File: config.mk
export PLATFORM = sky130hd
export DESIGN_NAME = rprr_top
export DESIGN_NICKNAME = d
export VERILOG_FILES = /design/src/include/rprr_pkg.sv /design/src/core/rprr_top.sv /design/src/core/rprr_tick.sv
export SDC_FILE = /design/constraint.sdc
export NUM_CORES = 2
export LEC_CHECK = 0
export BUFFER_PORTS_ARGS = -buffer_cell sky130_fd_sc_hd__buf_2
export CORE_AREA = 2 2 253 255
export CTS_CLUSTER_DIAMETER = 200
export DETAILED_ROUTE_END_ITERATION = 10
export DIE_AREA = 0 0 255 257
export PLACE_DENSITY = 0.82
export SKIP_LAST_GASP = 1
export SLEW_MARGIN = 20
export SYNTH_ARGS = -nofsm -noshare
export SYNTH_HDL_FRONTEND = slang
export SYNTH_SLANG_ARGS = --single-unit
File: constraint.sdc
create_clock -name clk_i -period 192.6 [get_ports clk_i]
set_clock_uncertainty 0.05 [all_clocks]
set_input_delay 38.52 -clock clk_i [delete_from_list [all_inputs] [get_ports clk_i]]
set_output_delay 38.52 -clock clk_i [all_outputs]
set_load 0.01 [all_outputs]
File: src/include/rprr_pkg.sv
// Constants for the ranging and phase result register bank
package rprr_pkg;
  localparam int unsigned ADDR_W = 7;
  localparam int unsigned DATA_W = 8;
  localparam logic [6:0] OFF_CTRL0    = 7'h03;
  localparam logic [6:0] OFF_PHASE    = 7'h3b;
  localparam logic [6:0] OFF_CORR_P1K = 7'h7b;
  localparam logic [6:0] OFF_FREQ     = 7'h7c;
  localparam logic [6:0] OFF_TIME_LO  = 7'h7d;
  localparam logic [6:0] OFF_TIME_MID = 7'h7e;
  localparam logic [6:0] OFF_TIME_HI  = 7'h7f;
  localparam logic [7:0] CTRL0_RESET  = 8'h09;
  localparam logic [7:0] RESULT_RESET = 8'h00;
  localparam logic [7:0] CTRL0_WMASK  = 8'hbf;
  localparam int unsigned BIT_RANGE_EN  = 7;
  localparam int unsigned BIT_PHASE_EN  = 5;
  localparam int unsigned BIT_IF_INVERT = 4;
  localparam int unsigned CLK_HZ         = 40000000;
  localparam int unsigned TIMER_HZ       = 16000000;
  localparam int unsigned PHASE_PERIOD_US = 8;
  localparam int unsigned PHASE_PERIOD_CYC =
    (CLK_HZ / 1000000) * PHASE_PERIOD_US;
  localparam int unsigned ACC_W = 32;
  localparam int unsigned TIME_W = 24;
  localparam logic [8:0] PHASE_CNT_W = 9'h000;
endpackage

File: src/core/rprr_top.sv
// Ranging and phase measurement result register bank
// Functional notes
// RULE_01: Late correlator magnitude tap is an 8-bit read-only field, reset zero.
// RULE_02: Frequency offset first estimate is loaded when the frame header is found.
// RULE_03: At frame end the averaged frame-wide offset replaces the estimate.
// RULE_04: Frequency offset is two's complement, minus to plus ninety degrees.
// RULE_05: 24-bit flight time spans low, middle, high byte registers.
// RULE_06: Flight time counts cycles of a 16 MHz timer.
// RULE_07: Ranging results are mapped only while ranging enable is one.
// RULE_08: Phase is measured against internal reference in the low-IF domain.
// RULE_09: Phase value is captured into its register every 8 microseconds.
// RULE_10: Control bit 5 enables the phase unit; phase register valid only then.
// RULE_11: Control bit 4 selects normal or inverse IF position for phase path.
// RULE_12: Control holds clock output fields low, ranging enable bit 7, bit 6 RO.
// RULE_13: Reads leave results unchanged; writes to result registers are ignored.
`timescale 1ns/1ps
`default_nettype none
module rprr_top (
  input  wire logic       clk_i,
  input  wire logic       sys_rst_i,
  input  wire logic [6:0] addr_i,
  input  wire logic [7:0] wdata_i,
  input  wire logic       wr_i,
  input  wire logic       rd_i,
  output logic      [7:0] rdata_o,
  input  wire logic [7:0] corr_late_i,
  input  wire logic       corr_late_vld_i,
  input  wire logic [7:0] freq_sample_i,
  input  wire logic       freq_sample_vld_i,
  input  wire logic       header_det_i,
  input  wire logic       frame_end_i,
  input  wire logic       flight_start_i,
  input  wire logic       flight_stop_i,
  input  wire logic [7:0] rx_phase_i,
  input  wire logic [7:0] ref_phase_i,
  output logic      [3:0] clock_output_ctrl_o,
  output logic            phase_unit_enable_o,
  output logic            phase_if_path_invert_o,
  output logic            ranging_measure_enable_o
);
  logic [7:0]                    ctrl0_q;
  logic [7:0]                    corr_q;
  logic [7:0]                    freq_q;
  logic signed [rprr_pkg::ACC_W-1:0] facc_q;
  logic [15:0]                   fcnt_q;
  logic                          in_frame_q;
  logic [rprr_pkg::TIME_W-1:0]   tcnt_q;
  logic [rprr_pkg::TIME_W-1:0]   time_q;
  logic                          tcount_q;
  logic [8:0]                    pdiv_q;
  logic [7:0]                    phase_q;
  logic [7:0]                    phase_d;
  logic [7:0]                    rdata_d;
  logic                          tick16;
  logic                          range_en;
  logic                          phase_en;
  logic signed [rprr_pkg::ACC_W-1:0] favg;
  logic [7:0]                    fclip;

  assign range_en = ctrl0_q[rprr_pkg::BIT_RANGE_EN];
  assign phase_en = ctrl0_q[rprr_pkg::BIT_PHASE_EN];

  // Control register, bit 6 held at zero
  always_ff @(posedge clk_i or posedge sys_rst_i) begin
    if (sys_rst_i) begin
      ctrl0_q <= rprr_pkg::CTRL0_RESET;
    end else if (wr_i && addr_i == rprr_pkg::OFF_CTRL0) begin
      ctrl0_q <= wdata_i & rprr_pkg::CTRL0_WMASK; // [RULE_12]
    end
  end

  always_ff @(posedge clk_i or posedge sys_rst_i) begin
    if (sys_rst_i) begin
      clock_output_ctrl_o      <= rprr_pkg::CTRL0_RESET[3:0];
      phase_unit_enable_o      <= 1'b0;
      phase_if_path_invert_o   <= 1'b0;
      ranging_measure_enable_o <= 1'b0;
    end else begin
      clock_output_ctrl_o      <= ctrl0_q[3:0]; // [RULE_12]
      phase_unit_enable_o      <= phase_en;
      phase_if_path_invert_o   <= ctrl0_q[rprr_pkg::BIT_IF_INVERT];
      ranging_measure_enable_o <= range_en;
    end
  end

  // Late correlator tap capture
  always_ff @(posedge clk_i or posedge sys_rst_i) begin
    if (sys_rst_i) begin
      corr_q <= rprr_pkg::RESULT_RESET; // [RULE_01]
    end else if (range_en && corr_late_vld_i) begin
      corr_q <= corr_late_i; // [RULE_01]
    end
  end

  // Frame-wide mean of signed offset samples
  assign favg = (fcnt_q == 16'h0) ? facc_q :
                facc_q / $signed({16'h0, fcnt_q});
  // Saturate into signed 8-bit range
  assign fclip = (favg > 32'sd127) ? 8'h7f :
                 (favg < -32'sd128) ? 8'h80 : favg[7:0]; // [RULE_04]

  always_ff @(posedge clk_i or posedge sys_rst_i) begin
    if (sys_rst_i) begin
      freq_q     <= rprr_pkg::RESULT_RESET;
      facc_q     <= '0;
      fcnt_q     <= 16'h0;
      in_frame_q <= 1'b0;
    end else if (range_en) begin
      if (header_det_i) begin
        freq_q     <= freq_sample_i; // [RULE_02] [RULE_04]
        facc_q     <= rprr_pkg::ACC_W'($signed(freq_sample_i));
        fcnt_q     <= 16'h1;
        in_frame_q <= 1'b1;
      end else if (frame_end_i && in_frame_q) begin
        freq_q     <= fclip; // [RULE_03]
        in_frame_q <= 1'b0;
      end else if (in_frame_q && freq_sample_vld_i && fcnt_q != 16'hffff) begin
        facc_q <= facc_q + rprr_pkg::ACC_W'($signed(freq_sample_i));
        fcnt_q <= fcnt_q + 16'h1;
      end
    end
  end

  // 16 MHz count enable from the 40 MHz clock
  rprr_tick #(
    .NUM (rprr_pkg::TIMER_HZ),
    .DEN (rprr_pkg::CLK_HZ)
  ) u_tick16 (
    .clk_i     (clk_i),
    .sys_rst_i (sys_rst_i),
    .run_i     (tcount_q),
    .tick_o    (tick16)
  );

  always_ff @(posedge clk_i or posedge sys_rst_i) begin
    if (sys_rst_i) begin
      tcnt_q   <= '0;
      time_q   <= '0;
      tcount_q <= 1'b0;
    end else if (!range_en) begin
      tcount_q <= 1'b0;
    end else if (flight_start_i) begin
      tcnt_q   <= '0;
      tcount_q <= 1'b1;
    end else if (flight_stop_i && tcount_q) begin
      time_q   <= tcnt_q; // [RULE_05]
      tcount_q <= 1'b0;
    end else if (tcount_q && tick16) begin
      tcnt_q <= tcnt_q + 24'h1; // [RULE_06]
    end
  end

  // Phase delay relative to reference, sign flipped for inverse IF
  always_comb begin
    phase_d = rx_phase_i - ref_phase_i; // [RULE_08]
    if (ctrl0_q[rprr_pkg::BIT_IF_INVERT]) begin
      phase_d = 8'h0 - phase_d; // [RULE_11]
    end
  end

  always_ff @(posedge clk_i or posedge sys_rst_i) begin
    if (sys_rst_i) begin
      pdiv_q  <= rprr_pkg::PHASE_CNT_W;
      phase_q <= rprr_pkg::RESULT_RESET;
    end else if (!phase_en) begin
      pdiv_q <= rprr_pkg::PHASE_CNT_W; // [RULE_10]
    end else if (pdiv_q == 9'(rprr_pkg::PHASE_PERIOD_CYC - 1)) begin
      pdiv_q  <= rprr_pkg::PHASE_CNT_W;
      phase_q <= phase_d; // [RULE_09]
    end else begin
      pdiv_q <= pdiv_q + 9'h1;
    end
  end

  // Read decode; result registers are never written
  always_comb begin
    rdata_d = 8'h00;
    if (addr_i == rprr_pkg::OFF_CTRL0) begin
      rdata_d = ctrl0_q;
    end else if (addr_i == rprr_pkg::OFF_PHASE) begin
      rdata_d = phase_en ? phase_q : 8'h00; // [RULE_10]
    end else if (range_en && addr_i == rprr_pkg::OFF_CORR_P1K) begin
      rdata_d = corr_q; // [RULE_07] [RULE_13]
    end else if (range_en && addr_i == rprr_pkg::OFF_FREQ) begin
      rdata_d = freq_q; // [RULE_07]
    end else if (range_en && addr_i == rprr_pkg::OFF_TIME_LO) begin
      rdata_d = time_q[7:0]; // [RULE_05]
    end else if (range_en && addr_i == rprr_pkg::OFF_TIME_MID) begin
      rdata_d = time_q[15:8]; // [RULE_05]
    end else if (range_en && addr_i == rprr_pkg::OFF_TIME_HI) begin
      rdata_d = time_q[23:16]; // [RULE_05]
    end
  end

  always_ff @(posedge clk_i or posedge sys_rst_i) begin
    if (sys_rst_i) begin
      rdata_o <= 8'h00;
    end else if (rd_i) begin
      rdata_o <= rdata_d; // [RULE_13]
    end else begin
      rdata_o <= 8'h00;
    end
  end
endmodule
`default_nettype wire

File: src/core/rprr_tick.sv
// Fractional rate enable generator (phase accumulator)
`timescale 1ns/1ps
`default_nettype none
module rprr_tick #(
  parameter int unsigned NUM = 1,
  parameter int unsigned DEN = 1
) (
  input  wire logic clk_i,
  input  wire logic sys_rst_i,
  input  wire logic run_i,
  output logic      tick_o
);
  logic [31:0] acc_q;
  logic [32:0] sum;
  assign sum = {1'b0, acc_q} + 33'(NUM);
  always_ff @(posedge clk_i or posedge sys_rst_i) begin
    if (sys_rst_i) begin
      acc_q  <= 32'h0;
      tick_o <= 1'b0;
    end else if (!run_i) begin
      acc_q  <= 32'h0;
      tick_o <= 1'b0;
    end else if (sum >= 33'(DEN)) begin
      acc_q  <= 32'(sum - 33'(DEN));
      tick_o <= 1'b1;
    end else begin
      acc_q  <= sum[31:0];
      tick_o <= 1'b0;
    end
  end
endmodule
`default_nettype wire

==> flow_summary.ini <==
[status]
outcome = complete, no violations

[hold_path]
hold_path_class = reg -> reg

[route]
drt-total-wl_mm = 98.3
drt_iter0_drc = 2892
vias = 35100
post-route-drc-count = 0
postRouteAntennaNets = 0
wl_per_cell_um = 18.2
drt_pass1_iterations = 8
drt-vias-per-instance = 6.49

[logic_synthesis]
ys_top_cells_by_count = nand2_1, ha_1, nor2_1
syn-num-nets = 5061
synth_cell_types = 122
synth_warnings = 0
ys_seq_area_share_pct = 12.9
yosysMostFrequentCell = nand2_1
synthArstFlopShare_pct = 100
synth_flop_cell = dfrtp_1
synth_top_area_cell = ha_1
synth_top_area_share_pct = 16.1
syn_avg_cell_area_um2 = 7.54
synthTopCellsByArea = ha_1, dfrtp_1, xnor2_1, nand2_1, o21a_1
synth_edf_count = 0
synth_seq_cells = 177
synthCells = 4560
syn_area_mm2 = 0.0344

[placement]
placed_area_mm2 = 0.0356
place_ws_ns = 83.34
portBuffers = 70
globalplace.congestion = 0.945
hpwl_mm = 75.2

[final_layout]
fin_area_mm2 = 0.0362
drive_above_1_share_pct = 9.23
finalNetCount = 5048
fill_cells = 5728
synthToLayoutAreaGrowth_pct = 5.26
utilization_pct = 57.7

[global_routing]
grt_pass1_vias = 32700
track_usage_pct = 29.3
grt_pass1_wl_mm = 161
grt_max_degree = 107
antenna_found_initial = 6
grt-ovfl-total = 0

[clocking]
cts_made_buffers = 17
hold_buffers = 0
cts_tree = yes
h-tree-depth = 4
cts_setup_buffers = 0
cts.clk_slew.worst_paths_ns = 0.07
root_buffer = clkbuf_16
clk_latency_ns = 0.44
clock_path_buffers = 2
ctsResizeCount = 0
clock-sinks = 177

[die]
fp-row-count = 92
die_h_um = 257
dieArea_mm2 = 0.0655
die_x_um = 255
initial_core_util_pct = 54.8
core_area_mm2 = 0.0627
io-pin-count = 72

[sta]
fin_crit_sh_pct = 57.8
finalHoldViolations = 0
relSlewSlack_pct = 22.0
setup_viol = 0
rsz0062_at_grt = false
post-route-min-period_ns = 111.32
worst_slack_ns = 81.28
finalSetupTns_ns = 0
drv_slew = 0
worst_pin_slew_ns = 1.16
timing.fmax_mhz = 8.98

[critical_path]
cpMaxStageDelayCell = a211oi_1
cp-end-kind = flop
crit_type = reg -> reg
cp_data_required_time_ns = 192.85
cp_common_cell = o21a_1
worstPathMaxFanout = 43
crit_path_start_kind = flop
worstPathArrival_ns = 111.57
slowest_delay_ns = 0.86

[flow_run]
maxCapViolations = 0
==> worst max-delay path: cells and delay by family (launching register included) <==
kind / cells / cell delay [ns]
flip-flops: 1 / 0.48
XOR/XNOR: 1 / 0.15
AND/OR/NAND/NOR: 121 / 31.10
adder cells (fa/ha/maj): 33 / 10.13
buffers and inverters: 13 / 2.41
AO/OA/AOI/OAI: 265 / 63.93
multiplexers: 7 / 2.71
==> path summary, 6_finish.rpt <==
kind / startpoint / end / slack (ns) / cells past startpoint
max: facc_q[14] / freq_q[6] / 81.28 / 440
min: ctrl0_q[3] / clock_output_ctrl_o[3] / 0.34 / 0
max reg2reg: facc_q[14] / freq_q[6] / 81.28 / 440
min reg2reg: ctrl0_q[3] / clock_output_ctrl_o[3] / 0.34 / 0
max in group asynchronous: sys_rst_i / facc_q[31] / 152.64 / 3
min in group asynchronous: sys_rst_i / u_tick16.acc_q[22] / 38.20 / 2
==> through the flow <==
step | std cells | hold slack [ns]
3_5_place_dp | 5374 | 0.323
6_report | 5407 | 0.338
4_1_cts | 5406 | 0.336
5_1_grt | 5406 | 0.343
3_3_place_gp | 5374 | 0.324
2_1_floorplan | 4560 | 0.302
==> cells by family after synthesis <==
family | after synthesis | share of synthesized area, %
AND/OR/NAND/NOR | 1748 | 25.3
multiplexers | 174 | 5.62
AO/OA/AOI/OAI | 1412 | 28.5
XOR/XNOR | 327 | 8.33
buffers and inverters | 276 | 3.15
flip-flops | 177 | 12.9
adder cells (fa/ha/maj) | 446 | 16.3
==> flip-flops by register name, indices dropped and copies added (netlist names) <==
register                  flops
facc_q                       32
in_frame_q                    1
tcount_q                      1
corr_q                        8
u_tick16.acc_q               23
ranging_measure_enable_o      1
pdiv_q                        9
phase_unit_enable_o           1
clock_output_ctrl_o           4
u_tick16.tick_o               1
time_q                       24
rdata_o                       8
fcnt_q                       16
phase_if_path_invert_o        1
tcnt_q                       24
phase_q                       8
ctrl0_q                       7
freq_q                        8
==> layout by cell type, fill, tap and decap left out, drive strengths merged, types with 54 or more instances in the layout <==
master / count
o21a: 220
inv: 134
xnor2: 218
a21oi: 266
a21o: 80
xor2: 109
nor3: 258
buf: 114
nand2b: 55
nand3: 118
or2: 61
and2: 62
nand2: 452
o211ai: 54
o21ai: 244
o31ai: 163
or3: 73
a31oi: 61
mux2: 133
dfrtp: 173
nor2: 394
ha: 442
==> final cells by class <==
class / count / area, µm² / area share (%)
multi-input combinational: 4107 / 28900 / 79.9
timing repair buffer: 114 / 681 / 1.88
tap: 846 / 1060 / 2.93
clock buffer: 21 / 470 / 1.30
inverter: 130 / 493 / 1.36
sequential: 177 / 4440 / 12.3
antenna: 1 / 2.50 / 0.00692
clock inverter: 11 / 143 / 0.394
==> routing by layer <==
metal / up-vias / GRT usage (%) / share of wire, %
li1: 17100 / - / -
met1: 16500 / 38.8 / 44
met2: 1233 / 48.7 / 46
met3: 236 / 4.12 / 6.8
met4: 12 / 9.83 / 3.2
met5: - / 0 / 0.078
Power is left out: the tool's default activity adds up to more than one toggle a clock period on the data nets, which glitch-free logic cannot reach.
